$ cat src/nvm_bus_pkg.sv
// Constants, types and timing counts for the parallel memory bus host.
// Assumes a 100 MHz system clock; all times become cycle counts here.
// Contract
// - Host waits the full 10 ms after a write unless it polls.
// - Successive page byte loads start between 0.2 us and 100 us apart.
// - Host allows at least 10 us before beginning the next write.
// - Drive may pulse low with select high between page loads harmlessly.
// - Drive low with select low between loads is a status poll.
// - Each page byte load follows a single store-strobe controlled write cycle.
// - Completion polling uses ordinary read cycles with read timing.
// - A started protection write sequence is issued without interruption.
package nvm_bus_pkg;

  localparam int CLK_PERIOD_NS = 10;

  // Read access and release figures, in nanoseconds.
  localparam int READ_CYCLE_NS    = 250;
  localparam int HIGHZ_NS         = 50;
  // Write strobe figures, in nanoseconds.
  localparam int STORE_PULSE_NS   = 100;
  localparam int STORE_HIGH_NS    = 100;
  localparam int DRIVE_SETUP_NS   = 10;
  localparam int ADDR_HOLD_NS     = 50;
  // Page and programming windows.
  localparam int LOAD_WINDOW_MIN_NS = 200;
  localparam int LOAD_WINDOW_MAX_US = 100;
  localparam int NEXT_WRITE_GAP_US  = 10;
  localparam int PROGRAM_TIME_MS    = 10;

  // Least times round up, longest times round down.
  localparam int READ_CYC     = (READ_CYCLE_NS + CLK_PERIOD_NS - 1) / CLK_PERIOD_NS;
  localparam int HIGHZ_CYC    = (HIGHZ_NS + CLK_PERIOD_NS - 1) / CLK_PERIOD_NS;
  localparam int STORE_CYC    = (STORE_PULSE_NS + CLK_PERIOD_NS - 1) / CLK_PERIOD_NS;
  localparam int STORE_HI_CYC = (STORE_HIGH_NS + CLK_PERIOD_NS - 1) / CLK_PERIOD_NS;
  localparam int SETUP_CYC    = (DRIVE_SETUP_NS + CLK_PERIOD_NS - 1) / CLK_PERIOD_NS;
  localparam int HOLD_CYC     = (ADDR_HOLD_NS + CLK_PERIOD_NS - 1) / CLK_PERIOD_NS;
  localparam int LOAD_MIN_CYC = (LOAD_WINDOW_MIN_NS + CLK_PERIOD_NS - 1) / CLK_PERIOD_NS;
  localparam int LOAD_MAX_CYC = (LOAD_WINDOW_MAX_US * 1000) / CLK_PERIOD_NS;
  localparam int GAP_CYC      = (NEXT_WRITE_GAP_US * 1000 + CLK_PERIOD_NS - 1) / CLK_PERIOD_NS;
  localparam int PROGRAM_CYC  = (PROGRAM_TIME_MS * 1000000) / CLK_PERIOD_NS;

  localparam int CNT_W = 24;
  localparam int DATA_W = 8;
  localparam int ADDR_W = 17;

  // Strobes toward the memory, all active low on the pins.
  typedef struct packed {
    logic select_n;
    logic drive_n;
    logic store_n;
  } strobe_s;

  localparam strobe_s STROBE_IDLE = 3'h7;

  // One host request.
  typedef struct packed {
    logic              write;
    logic              last;
    logic [ADDR_W-1:0] location;
    logic [DATA_W-1:0] data;
  } req_s;

  typedef enum logic [3:0] {
    ST_IDLE, ST_RD_DRIVE, ST_RD_RELEASE, ST_WR_SETUP, ST_WR_PULSE, ST_WR_HOLD,
    ST_PAGE_WAIT, ST_PROGRAM, ST_POLL, ST_GAP
  } host_state_e;

endpackage

$ cat src/nvm_cycle_timer.sv
// Down counter used to pace every phase of a bus cycle.
// Assumes load and count come from logic on the same clock.
`timescale 1ns/1ps
`default_nettype none
module nvm_cycle_timer #(
  parameter int W = 24
) (
  input  wire logic         i_clk_sys,
  input  wire logic         i_rst_n,
  input  wire logic         i_load,
  input  wire logic [W-1:0] i_value,
  output logic              o_zero,
  output logic [W-1:0]      o_count
);
  logic [W-1:0] cnt_reg;
  logic [W-1:0] cnt_next;

  // A load wins over the count so a new phase always starts cleanly.
  always_comb begin
    cnt_next = cnt_reg;
    if (i_load) begin
      cnt_next = i_value;
    end else if (cnt_reg != '0) begin
      cnt_next = cnt_reg - W'(1);
    end
  end

  always_ff @(posedge i_clk_sys or negedge i_rst_n) begin
    if (!i_rst_n) begin
      cnt_reg <= '0;
    end else begin
      cnt_reg <= cnt_next;
    end
  end

  assign o_zero  = (cnt_reg == '0);
  assign o_count = cnt_reg;
endmodule
`default_nettype wire

$ cat src/nvm_bus_host.sv
// Host controller that drives a byte-wide electrically erasable memory
// through its select, drive and store strobes, location and byte lines.
// Assumes the byte lines are resolved outside from o_byte_oe; inputs from
// the pins pass two flip-flops before use.
`timescale 1ns/1ps
`default_nettype none
module nvm_bus_host #(
  parameter int PROGRAM_CYCLES = nvm_bus_pkg::PROGRAM_CYC,
  parameter int LOAD_MAX_CYCLES = nvm_bus_pkg::LOAD_MAX_CYC,
  parameter int GAP_CYCLES = nvm_bus_pkg::GAP_CYC,
  parameter bit USE_POLLING = 1'b1
) (
  input  wire logic                              i_clk_sys,
  input  wire logic                              i_rst_n,
  input  wire logic                              i_req_valid,
  input  wire nvm_bus_pkg::req_s                 i_req,
  output logic                                   o_req_ready,
  output logic                                   o_rd_valid,
  output logic [nvm_bus_pkg::DATA_W-1:0]         o_rd_data,
  output logic                                   o_busy,
  output nvm_bus_pkg::strobe_s                   o_strobe,
  output logic [nvm_bus_pkg::ADDR_W-1:0]         o_location_lines,
  output logic [nvm_bus_pkg::DATA_W-1:0]         o_byte_lines,
  output logic                                   o_byte_oe,
  input  wire logic [nvm_bus_pkg::DATA_W-1:0]    i_byte_lines
);
  localparam int CW = nvm_bus_pkg::CNT_W;

  logic rst_s1_reg;
  logic rst_s2_reg;
  // Reset is released through two flops so all state leaves reset together.
  always_ff @(posedge i_clk_sys or negedge i_rst_n) begin
    if (!i_rst_n) begin
      rst_s1_reg <= 1'b0;
      rst_s2_reg <= 1'b0;
    end else begin
      rst_s1_reg <= 1'b1;
      rst_s2_reg <= rst_s1_reg;
    end
  end
  wire rst_n = rst_s2_reg;

  logic [nvm_bus_pkg::DATA_W-1:0] pin_s1_reg;
  logic [nvm_bus_pkg::DATA_W-1:0] pin_s2_reg;
  // Byte lines are asynchronous; only the second stage is read.
  always_ff @(posedge i_clk_sys or negedge rst_n) begin
    if (!rst_n) begin
      pin_s1_reg <= 8'h00;
      pin_s2_reg <= 8'h00;
    end else begin
      pin_s1_reg <= i_byte_lines;
      pin_s2_reg <= pin_s1_reg;
    end
  end

  logic          tmr_load;
  logic [CW-1:0] tmr_value;
  logic          tmr_zero;
  logic          win_load;
  logic [CW-1:0] win_value;
  logic          win_zero;
  logic [CW-1:0] win_count;

  nvm_cycle_timer #(.W(CW)) u_phase (
    .i_clk_sys(i_clk_sys), .i_rst_n(rst_n), .i_load(tmr_load),
    .i_value(tmr_value), .o_zero(tmr_zero), .o_count()
  );
  // Second timer tracks the byte load window and programming time.
  nvm_cycle_timer #(.W(CW)) u_window (
    .i_clk_sys(i_clk_sys), .i_rst_n(rst_n), .i_load(win_load),
    .i_value(win_value), .o_zero(win_zero), .o_count(win_count)
  );

  nvm_bus_pkg::host_state_e       state_reg, state_next;
  nvm_bus_pkg::strobe_s           strobe_reg, strobe_next;
  logic [nvm_bus_pkg::ADDR_W-1:0] loc_reg, loc_next;
  logic [nvm_bus_pkg::DATA_W-1:0] data_reg, data_next;
  logic                           oe_reg, oe_next;
  logic                           rdv_reg, rdv_next;
  logic [nvm_bus_pkg::DATA_W-1:0] rdd_reg, rdd_next;
  logic                           page_reg, page_next;
  logic                           last_reg, last_next;
  logic                           ready_reg, ready_next;
  logic                           poll_reg, poll_next;
  logic                           prev_bit_reg, prev_bit_next;
  logic                           pend_reg, pend_next;
  logic                           busy_reg, busy_next;

  // Bus sequencer: strobes change on an accepted request or when a timer runs out.
  always_comb begin
    state_next = state_reg;
    strobe_next = strobe_reg;
    loc_next = loc_reg;
    data_next = data_reg;
    oe_next = oe_reg;
    rdv_next = 1'b0;
    rdd_next = rdd_reg;
    page_next = page_reg;
    last_next = last_reg;
    poll_next = poll_reg;
    prev_bit_next = prev_bit_reg;
    pend_next = pend_reg;
    ready_next = 1'b0;
    tmr_load = 1'b0;
    tmr_value = '0;
    win_load = 1'b0;
    win_value = '0;
    case (state_reg)
      nvm_bus_pkg::ST_IDLE: begin
        ready_next = 1'b1;
        if (i_req_valid && ready_reg) begin
          ready_next = 1'b0;
          loc_next = i_req.location;
          data_next = i_req.data;
          last_next = i_req.last;
          tmr_load = 1'b1;
          if (i_req.write) begin
            state_next = nvm_bus_pkg::ST_WR_SETUP;
            strobe_next = '{select_n: 1'b0, drive_n: 1'b1, store_n: 1'b1};
            oe_next = 1'b1;
            tmr_value = CW'(nvm_bus_pkg::SETUP_CYC);
          end else begin
            state_next = nvm_bus_pkg::ST_RD_DRIVE;
            strobe_next = '{select_n: 1'b0, drive_n: 1'b0, store_n: 1'b1};
            oe_next = 1'b0;
            tmr_value = CW'(nvm_bus_pkg::READ_CYC);
          end
        end
      end
      nvm_bus_pkg::ST_RD_DRIVE, nvm_bus_pkg::ST_POLL: begin
        // Polls run full read cycles before sampling.
        if (tmr_zero) begin
          strobe_next = nvm_bus_pkg::STROBE_IDLE;
          tmr_load = 1'b1;
          tmr_value = CW'(nvm_bus_pkg::HIGHZ_CYC);
          if (state_reg == nvm_bus_pkg::ST_RD_DRIVE) begin
            // Only real reads update the read data; polls leave it alone.
            rdd_next = pin_s2_reg;
            rdv_next = 1'b1;
            state_next = nvm_bus_pkg::ST_RD_RELEASE;
          end else begin
            // Toggle bit stops changing when programming ends.
            // The first poll of a program only seeds the compare, so a stale bit cannot end it early.
            poll_next = 1'b1;
            prev_bit_next = pin_s2_reg[6];
            state_next = nvm_bus_pkg::ST_PROGRAM;
            if (poll_reg && (pin_s2_reg[6] == prev_bit_reg)) begin
              state_next = nvm_bus_pkg::ST_GAP;
              win_load = 1'b1;
              win_value = CW'(GAP_CYCLES);
            end
          end
        end
      end
      nvm_bus_pkg::ST_RD_RELEASE: begin
        // Wait out the release time before the next cycle.
        if (tmr_zero) begin
          state_next = nvm_bus_pkg::ST_IDLE;
        end
      end
      nvm_bus_pkg::ST_WR_SETUP: begin
        if (tmr_zero) begin
          strobe_next.store_n = 1'b0;
          tmr_load = 1'b1;
          tmr_value = CW'(nvm_bus_pkg::STORE_CYC);
          state_next = nvm_bus_pkg::ST_WR_PULSE;
        end
      end
      nvm_bus_pkg::ST_WR_PULSE: begin
        if (tmr_zero) begin
          strobe_next = nvm_bus_pkg::STROBE_IDLE;
          tmr_load = 1'b1;
          tmr_value = CW'(nvm_bus_pkg::STORE_HI_CYC);
          win_load = 1'b1;
          win_value = CW'(LOAD_MAX_CYCLES - nvm_bus_pkg::STORE_HI_CYC - 4);
          state_next = nvm_bus_pkg::ST_WR_HOLD;
        end
      end
      nvm_bus_pkg::ST_WR_HOLD: begin
        // Select high releases the memory between loads.
        if (tmr_zero) begin
          oe_next = 1'b0;
          if (last_reg) begin
            state_next = nvm_bus_pkg::ST_PROGRAM;
            poll_next = 1'b0;
            win_load = 1'b1;
            win_value = CW'(PROGRAM_CYCLES);
          end else begin
            page_next = 1'b1;
            state_next = nvm_bus_pkg::ST_PAGE_WAIT;
          end
        end
      end
      nvm_bus_pkg::ST_PAGE_WAIT: begin
        // Next load must come inside the window, else close the page.
        ready_next = 1'b1;
        // Loads of a sequence go out with no other cycle between them.
        if (i_req_valid && ready_reg && i_req.write) begin
          ready_next = 1'b0;
          loc_next = i_req.location;
          data_next = i_req.data;
          last_next = i_req.last;
          oe_next = 1'b1;
          strobe_next = '{select_n: 1'b0, drive_n: 1'b1, store_n: 1'b1};
          tmr_load = 1'b1;
          tmr_value = CW'(nvm_bus_pkg::SETUP_CYC);
          state_next = nvm_bus_pkg::ST_WR_SETUP;
        end else if (i_req_valid && ready_reg) begin
          // A read here would act as a poll, so it closes the page and waits for the gap.
          ready_next = 1'b0;
          loc_next = i_req.location;
          pend_next = 1'b1;
          page_next = 1'b0;
          poll_next = 1'b0;
          state_next = nvm_bus_pkg::ST_PROGRAM;
          win_load = 1'b1;
          win_value = CW'(PROGRAM_CYCLES);
        end else if (win_zero) begin
          ready_next = 1'b0;
          page_next = 1'b0;
          poll_next = 1'b0;
          state_next = nvm_bus_pkg::ST_PROGRAM;
          win_load = 1'b1;
          win_value = CW'(PROGRAM_CYCLES);
        end
      end
      nvm_bus_pkg::ST_PROGRAM: begin
        // Full wait unless a poll shows completion.
        // No new loads are issued while programming.
        page_next = 1'b0;
        if (win_zero) begin
          state_next = nvm_bus_pkg::ST_GAP;
          win_load = 1'b1;
          win_value = CW'(GAP_CYCLES);
        end else if (USE_POLLING && tmr_zero) begin
          strobe_next = '{select_n: 1'b0, drive_n: 1'b0, store_n: 1'b1};
          tmr_load = 1'b1;
          tmr_value = CW'(nvm_bus_pkg::READ_CYC);
          state_next = nvm_bus_pkg::ST_POLL;
        end
      end
      nvm_bus_pkg::ST_GAP: begin
        if (win_zero) begin
          state_next = nvm_bus_pkg::ST_IDLE;
          // A read held back by a closed page runs once the gap is over.
          if (pend_reg) begin
            pend_next = 1'b0;
            strobe_next = '{select_n: 1'b0, drive_n: 1'b0, store_n: 1'b1};
            tmr_load = 1'b1;
            tmr_value = CW'(nvm_bus_pkg::READ_CYC);
            state_next = nvm_bus_pkg::ST_RD_DRIVE;
          end
        end
      end
      default: begin
        state_next = nvm_bus_pkg::ST_IDLE;
        strobe_next = nvm_bus_pkg::STROBE_IDLE;
        oe_next = 1'b0;
      end
    endcase
    busy_next = (state_next != nvm_bus_pkg::ST_IDLE);
  end

  always_ff @(posedge i_clk_sys or negedge rst_n) begin
    if (!rst_n) begin
      state_reg <= nvm_bus_pkg::ST_IDLE;
      strobe_reg <= nvm_bus_pkg::STROBE_IDLE;
      loc_reg <= 17'h00000;
      data_reg <= 8'h00;
      oe_reg <= 1'b0;
      rdv_reg <= 1'b0;
      rdd_reg <= 8'h00;
      page_reg <= 1'b0;
      last_reg <= 1'b0;
      ready_reg <= 1'b0;
      poll_reg <= 1'b0;
      prev_bit_reg <= 1'b0;
      pend_reg <= 1'b0;
      busy_reg <= 1'b0;
    end else begin
      state_reg <= state_next;
      strobe_reg <= strobe_next;
      loc_reg <= loc_next;
      data_reg <= data_next;
      oe_reg <= oe_next;
      rdv_reg <= rdv_next;
      rdd_reg <= rdd_next;
      page_reg <= page_next;
      last_reg <= last_next;
      ready_reg <= ready_next;
      poll_reg <= poll_next;
      prev_bit_reg <= prev_bit_next;
      pend_reg <= pend_next;
      busy_reg <= busy_next;
    end
  end

  assign o_req_ready = ready_reg;
  assign o_rd_valid = rdv_reg;
  assign o_rd_data = rdd_reg;
  assign o_busy = busy_reg;
  assign o_strobe = strobe_reg;
  assign o_location_lines = loc_reg;
  assign o_byte_lines = data_reg;
  assign o_byte_oe = oe_reg;

  // Host never drives the byte lines while the memory may drive them.
  a_no_contention: assert property (@(posedge i_clk_sys) disable iff (!rst_n)
    !(o_byte_oe && !o_strobe.drive_n)) else $error("Byte lines driven during read.");
  // A store pulse only occurs with select low and drive high.
  a_store_mode: assert property (@(posedge i_clk_sys) disable iff (!rst_n)
    !o_strobe.store_n |-> (!o_strobe.select_n && o_strobe.drive_n && o_byte_oe))
    else $error("Store pulse in wrong mode.");
  // Store pulse holds low for at least eight cycles once it falls.
  a_store_width: assert property (@(posedge i_clk_sys) disable iff (!rst_n)
    $fell(o_strobe.store_n) |-> !o_strobe.store_n [*8]) else $error("Store pulse too short.");
  // Programming phase never issues a store.
  a_no_load_prog: assert property (@(posedge i_clk_sys) disable iff (!rst_n)
    state_reg == nvm_bus_pkg::ST_PROGRAM |-> o_strobe.store_n) else $error("Load during programming.");
  // Reads hold drive low for at least eight cycles once it falls.
  a_read_len: assert property (@(posedge i_clk_sys) disable iff (!rst_n)
    $fell(o_strobe.drive_n) |-> !o_strobe.drive_n [*8]) else $error("Read cycle too short.");
  // After programming, a gap precedes a return to idle.
  a_gap_follows: assert property (@(posedge i_clk_sys) disable iff (!rst_n)
    state_reg == nvm_bus_pkg::ST_GAP && $past(state_reg) != nvm_bus_pkg::ST_GAP
    |-> state_reg != nvm_bus_pkg::ST_IDLE [*8]) else $error("Write gap too short.");
  // The release wait follows every read strobe rise that ends a real read.
  a_release: assert property (@(posedge i_clk_sys) disable iff (!rst_n)
    $rose(o_strobe.drive_n) && state_reg == nvm_bus_pkg::ST_RD_RELEASE
    |-> o_strobe.drive_n [*5]) else $error("Release time cut short.");
  // Page wait leaves strobes idle, so no stray drive pulse reaches the memory.
  a_page_idle: assert property (@(posedge i_clk_sys) disable iff (!rst_n)
    state_reg == nvm_bus_pkg::ST_PAGE_WAIT |-> o_strobe == nvm_bus_pkg::STROBE_IDLE)
    else $error("Strobes active between page loads.");
endmodule
`default_nettype wire

$ cat config.mk
export PLATFORM = sky130hd
export DESIGN_NAME = nvm_bus_host
export DESIGN_NICKNAME = d
export VERILOG_FILES = /design/src/nvm_bus_pkg.sv /design/src/nvm_cycle_timer.sv /design/src/nvm_bus_host.sv
export SDC_FILE = /design/constraint.sdc
export NUM_CORES = 1
export LEC_CHECK = 0
export BUFFER_PORTS_ARGS = -buffer_cell sky130_fd_sc_hd__buf_2
export CORE_ASPECT_RATIO = 0.8
export CORE_MARGIN = 2
export CORE_UTILIZATION = 55
export DETAILED_ROUTE_END_ITERATION = 10
export HOLD_SLACK_MARGIN = 0.05
export PLACE_DENSITY = 0.77
export SETUP_SLACK_MARGIN = 0.3
export SLEW_MARGIN = 5
export SYNTH_ARGS = -nofsm -noshare
export SYNTH_HDL_FRONTEND = slang
export SYNTH_HIERARCHICAL = 1
export SYNTH_SLANG_ARGS = --single-unit
$ cat constraint.sdc
create_clock -name i_clk_sys -period 4.1 [get_ports i_clk_sys]
set_clock_uncertainty 0.15 [all_clocks]
set_input_delay 0.41 -clock i_clk_sys [delete_from_list [all_inputs] [get_ports i_clk_sys]]
set_output_delay 0.41 -clock i_clk_sys [all_outputs]
set_load 0.1 [all_outputs]
==> results of run 1 <==
[power breakdown]
| part | total, W | internal, W | leakage (nW) | switching, W |
|---|---|---|---|---|
| Combinational | 0.000256 | 0.000126 | 1.58 | 0.000130 |
| Clock | 0.00149 | 0.000913 | 0.292 | 0.000578 |
| Sequential | 0.00134 | 0.00121 | 1.39 | 0.000123 |
| Total | 0.00308 | 0.00225 | 3.26 | 0.000830 |
[what timing repair did]
action	4_1_cts	5_1_grt
endpoints found under the setup margin	0	32
resized for setup	0	6
setup buffers	0	1
hold buffers	9	0
hold endpoints to repair	10	0
[cells by family after synthesis]
kind of cell | Yosys count | share of synthesized area, %
flops | 114 | 48.7
simple gates | 196 | 19.2
buf+inv | 43 | 4.22
compound gates | 114 | 12.6
xor+xnor | 36 | 5.37
other cells | 2 | 0.128
mux | 44 | 9.02
fa+ha+maj | 4 | 0.853
[synthesized netlist by cell type (all sizes together) (5+ instances only)]
master and instances:
dfrtp 111, nand2 64, mux2 41, o21ai 41, nor2 31, xor2 26
nor3 19, a21oi 18, buf 15, inv 13, clkbuf 12, nor4 12
o31ai 12, nor2b 10, xnor2 10, a31oi 8, nand3 8, or3 8
or4 8, a22o 7, and3 5, nand4 5, or2 5
[routing by layer]
metal	GRT usage, %	routed length [um]	up-vias
li1	-	-	2190
met1	32.4	6000	2249
met2	39.6	6470	160
met3	5.87	761	29
met4	12.2	318	0
met5	0	0	-
[worst max path at each step]
stage,slack [ns],startpoint,to,depth (start not counted)
after detailed placement,0.40,u_phase/o_count[6],u_window/o_count[9],10
after global placement,0.49,u_phase/o_count[16],u_window/o_count[9],11
after floorplan,0.54,rst_n,last_reg,0
after global routing,0.36,u_phase/o_count[6],u_phase/o_count[14],11
final,0.59,u_phase/o_count[6],u_phase/o_count[14],11
after CTS,0.32,u_phase/o_count[6],u_window/o_count[9],11
[cell type report]
type	count	area, um2
multi-input combinational	424	2900
sequential	114	2860
timing repair buffer	99	573
tap	140	175
clock inverter	15	171
inverter	14	68.8
fill	783	3140
clock buffer	17	425
[per-stage QoR]
| step | instance area (um2) | cells |
|---|---|---|
| 2_1_floorplan | 5980 | 581 |
| 3_3_place_gp | 6450 | 781 |
| 3_5_place_dp | 6450 | 781 |
| 4_1_cts | 7140 | 822 |
| 5_1_grt | 7180 | 823 |
| 6_report | 7180 | 823 |
[critical path, stage by stage, from the launching register on]
cell and delay, ns:
dfrtp_1 0.43, nor4_2 0.49, nand4_1 0.32, nor2_1 0.23, buf_4 0.22, nand2_1 0.09, o41ai_1 0.44, nor2_1 0.16
o21ai_4 0.22, clkinvlp_4 0.16, buf_4 0.20, mux2_2 0.27
==> results_dict.tcl, run 1 <==
set metrics [dict create \
    avgSynthCellArea_um2 10.6 \
    hold_class "input pin to register" \
    yosysTopAreaCellShare_pct 47.3 \
    port_buffers 77 \
    p_per_area_nw_per_um2 429 \
    clk_root_buffer_cell "clkbuf_16" \
    cp.required_ns 4.24 \
    rr_endpoint "u_phase/o_count[14]" \
    syn_area_um2 5870 \
    track_usage_pct 24.8 \
    clk_latency_ns 0.41 \
    antenna_found_initial 0 \
    holdPathEnd "o_byte_lines[5]" \
    drive_above_1_share_pct 29.4 \
    reg2reg_from "u_phase/o_count[6]" \
    cp-end-kind "register" \
    final_core_util_pct 69.5 \
    grt_pass1_vias 4648 \
    ys_warn_count 6 \
    layout_common_cells "dfrtp_1 (110), buf_2 (77), nand2_1 (64), o21ai_0 (38), mux2_2 (31)" \
    place_congestion 0.904 \
    initial_core_util_pct 56.9 \
    drcViolationCount 0 \
    cts_tree "yes" \
    wirelength_um 13600 \
    wl_per_cell_um 16.5 \
    finalNetCount 712 \
    cts.sinks 114 \
    finalCriticalPeriod_ns 3.51 \
    diodes 0 \
    avgViaCountPerCell 5.62 \
    path_clk_slew_ns 0.06 \
    synth_top_area_cell "dfrtp_1" \
    async_flop_share_pct 100 \
    yosys_register_bits 114 \
    worstMarginPinSlew_ns 0.929 \
    dieArea_um2 11500 \
    cp-start-kind "register" \
    irDropWorstVdd_mv 0.403 \
    whs_path_depth 2 \
    numCtsBuffers 17 \
    die-height_um 96.4 \
    num_vias 4628 \
    max_slew_margin_pct 38.1 \
    ant_nets 0 \
    rsz0062_at_grt "no" \
    status "finished, final reports clean" \
    grt.overflow.total 0 \
    synth.area.top_cells "dfrtp_1 (47%), mux2_2 (5.9%), nand2_1 (4.1%), xor2_1 (3.9%), o21ai_0 (3.3%)" \
    maxSlewViolCount 0 \
    core-area_um2 10300 \
    finalSetupViolCount 0 \
    first_pass_iters 5 \
    fmax_mhz 285 \
    reg2reg_slack_ns 0.59 \
    whs_ns 0.0783 \
    hold_start "i_req[5]" \
    cp_max_fo 19 \
    cts_buffer_depth 2 \
    post_synth_num_cell_types 75 \
    rows 33 \
    r2r_cells 11 \
    ioPinCount 78 \
    finalHoldViolations 0 \
    dieWidth_um 120 \
    drt-initial-drc-count 336 \
    leakage_nw 3.26 \
    fin_ws_ns 0.589 \
    grt_first_pass_wirelength_um 22300 \
    ys.flop_type "dfrtp_1" \
    synth-seq-area-share_pct 48.7 \
    drv_cap 0 \
    setup_tns_ns 0 \
    syn2layout_area_growth_pct 22.3 \
    fin_crit_sh_pct 85.6 \
    layout_commonest_cell "dfrtp_1" \
    path_class "register to register" \
    hpwl_um 8850 \
    finalPower_w 0.00308 \
    arrival_ns 3.65 \
    syn_inst 553 \
    grt_max_degree 52 \
    dp_slack_ns 0.395 \
    synth-edff-count 0 \
    h-tree-depth 4 \
]
Power figures use the tool's default switching activity.
==> run 2: changes to the inputs <==
--- a/config.mk
+++ b/config.mk
@@ -5,13 +5,13 @@
 export SDC_FILE = /design/constraint.sdc
 export NUM_CORES = 1
 export LEC_CHECK = 0
-export BUFFER_PORTS_ARGS = -buffer_cell sky130_fd_sc_hd__buf_2
 export CORE_ASPECT_RATIO = 0.8
 export CORE_MARGIN = 2
 export CORE_UTILIZATION = 55
 export DETAILED_ROUTE_END_ITERATION = 10
+export DONT_BUFFER_PORTS = 1
 export HOLD_SLACK_MARGIN = 0.05
-export PLACE_DENSITY = 0.77
+export PLACE_DENSITY = 0.73
 export SETUP_SLACK_MARGIN = 0.3
 export SLEW_MARGIN = 5
 export SYNTH_ARGS = -nofsm -noshare
==> constraint.sdc (replaced) <==
create_clock -name i_clk_sys -period 3.11 [get_ports i_clk_sys]
set_clock_uncertainty 0.15 [all_clocks]
set_input_delay 0.311 -clock i_clk_sys [delete_from_list [all_inputs] [get_ports i_clk_sys]]
set_output_delay 0.311 -clock i_clk_sys [all_outputs]
set_load 0.1 [all_outputs]
==> run 2 against run 1 <==
- combinational power increased by 54%
- worst setup slack got worse by 0.25 ns
- first-iteration DRC count increased by 40%
- die area unchanged
- highest routed layer unchanged
- global-route usage increased by 1.2 points
- register-to-register slack got worse by 0.25 ns
==> results_dict.tcl, run 2 (same netlist as run 1, synthesis figures left out) <==
set metrics [dict create \
    status "finished, final reports clean" \
    cp_max_fo 12 \
    core-area_um2 10300 \
    layout_commonest_cell "dfrtp_1" \
    path_clk_slew_ns 0.06 \
    leakage_nw 3.22 \
    drt-initial-drc-count 471 \
    finalHoldViolations 0 \
    p_int_w 0.00295 \
    wirelength_um 14700 \
    wl_per_cell_um 18.2 \
    initial_core_util_pct 56.9 \
    first_pass_iters 6 \
    track_usage_pct 26.0 \
    ioPinCount 78 \
    syn2layout_area_growth_pct 27.7 \
    grt_max_degree 56 \
    place_congestion 0.914 \
    fmax_mhz 362 \
    cp-start-kind "register" \
    diodes 0 \
    rr_endpoint "u_phase/o_count[8]" \
    grt.overflow.total 0 \
    finalSetupViolCount 0 \
    reg2reg_from "u_window/o_count[1]" \
    grt_first_pass_wirelength_um 23200 \
    hold_start "i_req_valid" \
    finalNetCount 695 \
    num_vias 4753 \
    slowest_delay_ns 0.43 \
    sw_frac_of_total_pct 27.8 \
    p_per_area_nw_per_um2 545 \
    holdPathEnd "state_reg[2]" \
    seq_power_share_pct 43.6 \
    switching_power_w 0.00113 \
    setup_tns_ns 0 \
    rsz0062_at_grt "no" \
    cp.required_ns 3.30 \
    r2r_cells 13 \
    port_buffers 0 \
    die-height_um 96.4 \
    h-tree-depth 4 \
    rows 33 \
    grt_pass1_vias 4643 \
    drive_above_1_share_pct 25.8 \
    whs_path_depth 3 \
    ant_nets 0 \
    crit_slowest_cell "dfrtp_1" \
    maxSlewViolCount 0 \
    drv_cap 0 \
    clk_latency_ns 0.41 \
    irDropWorstVdd_mv 0.448 \
    dieArea_um2 11500 \
    hpwl_um 8370 \
    cts_buffer_depth 2 \
    place_area_um2 6240 \
    fin_crit_sh_pct 88.9 \
    max_slew_margin_pct 37.3 \
    cpMostUsedCell "inv_2" \
    reg2reg_slack_ns 0.34 \
    layout_common_cells "dfrtp_1 (110), nand2_1 (63), dlygate4sd3_1 (40), o21ai_0 (38), buf_4 (37)" \
    numCtsBuffers 17 \
    cp_cell_sequence "inv_2 -> ha_1 -> nor4b_4 -> nand4_2 -> or2_4 -> clkinv_8 -> inv_2 -> nand2_1 -> o41ai_4 -> nor2_2 -> o21ai_4 -> or4_1 -> nand3_1" \
    worstMarginPinSlew_ns 0.941 \
    drcViolationCount 0 \
    avgViaCountPerCell 5.90 \
    p_clk_share_pct 46.7 \
    combPwrFrac_pct 9.7 \
    path_class "register to register" \
    hold_class "input pin to register" \
    clk_root_buffer_cell "clkbuf_16" \
    cts_tree "yes" \
    cts.sinks 114 \
    arrival_ns 2.96 \
    cp-end-kind "register" \
    finalInstanceArea_um2 7500 \
    dieWidth_um 120 \
    finalCriticalPeriod_ns 2.77 \
    antenna_found_initial 0 \
]
==> run 2: cell count changes in the layout (fill, tap and decap cells not counted), sizes merged <==
cell and delta:
or3 +1, bufinv -1, clkbuf +1, buf -50
inv +1, o21ai +1, clkinv -1, dlygate4sd3 +31
==> run 2: area by class of cell <==
cell class / count / area, um2
fill: 656 / 2830
tap: 140 / 175
multi-input combinational: 426 / 3080
inverter: 14 / 67.6
sequential: 114 / 2860
timing repair buffer: 80 / 729
clock buffer: 18 / 439
clock inverter: 14 / 140
==> run 2: power groups by stage <==
stage / sequential [W] / combinational (W) / clock (W)
finish: 0.00178 / 0.000394 / 0.00191
global route: 0.00180 / 0.000433 / 0.00200
CTS: 0.00177 / 0.000373 / 0.00192
detailed placement: 0.00179 / 0.000317 / 0
global placement: 0.00178 / 0.000307 / 0
floorplan: 0.00177 / 0.000238 / 0
==> run 2: worst max-delay path by stage <==
stage | endpoint | startpoint | slack [ns]
4_1_cts | o_busy | u_window/o_count[8] | 0.30
6_report | u_phase/o_count[8] | u_window/o_count[1] | 0.34
3_3_place_gp | u_phase/o_count[14] | u_window/o_count[10] | 0.16
2_1_floorplan | u_phase/o_count[10] | u_window/o_count[5] | 0.28
3_5_place_dp | u_phase/o_count[14] | u_window/o_count[11] | 0.11
5_1_grt | u_window/o_count[1] | u_phase/o_count[2] | 0.26
==> run 2: critical path: cells and delay by family (launching register included) <==
kind | cells | cell delay, ns
simple gates | 7 | 1.50
flops | 1 | 0.43
compound gates | 2 | 0.23
buf+inv | 3 | 0.22
fa+ha+maj | 1 | 0.15
==> run 2: through the flow <==
stage	setup slack (ns)	total power [W]	util, %	std cells	hold WS (ns)
floorplan	0.276	0.00200	-	581	-0.135
detailed placement	0.115	0.00211	60.5	719	-0.135
finish	0.344	0.00408	72.6	806	0.163
global route	0.260	0.00423	72.6	806	0.152
global placement	0.163	0.00209	60.5	719	-0.135
CTS	0.304	0.00406	70.4	791	0.108
==> run 2: repair_timing <==
action,in CTS,in global routing
gates resized for setup,10,18
setup buffers,1,12
hold buffers,38,2
gates cloned,1,1
pin swaps,2,9
setup endpoints to repair,40,41
hold endpoints to repair,39,1
==> run 2: metal layers <==
layer	up-vias	track usage, %	part of all wire [%]
li1	2168	-	-
met1	2316	32.8	42
met2	221	42.7	48
met3	48	8.33	7.5
met4	0	9.31	2.6
met5	-	0	0
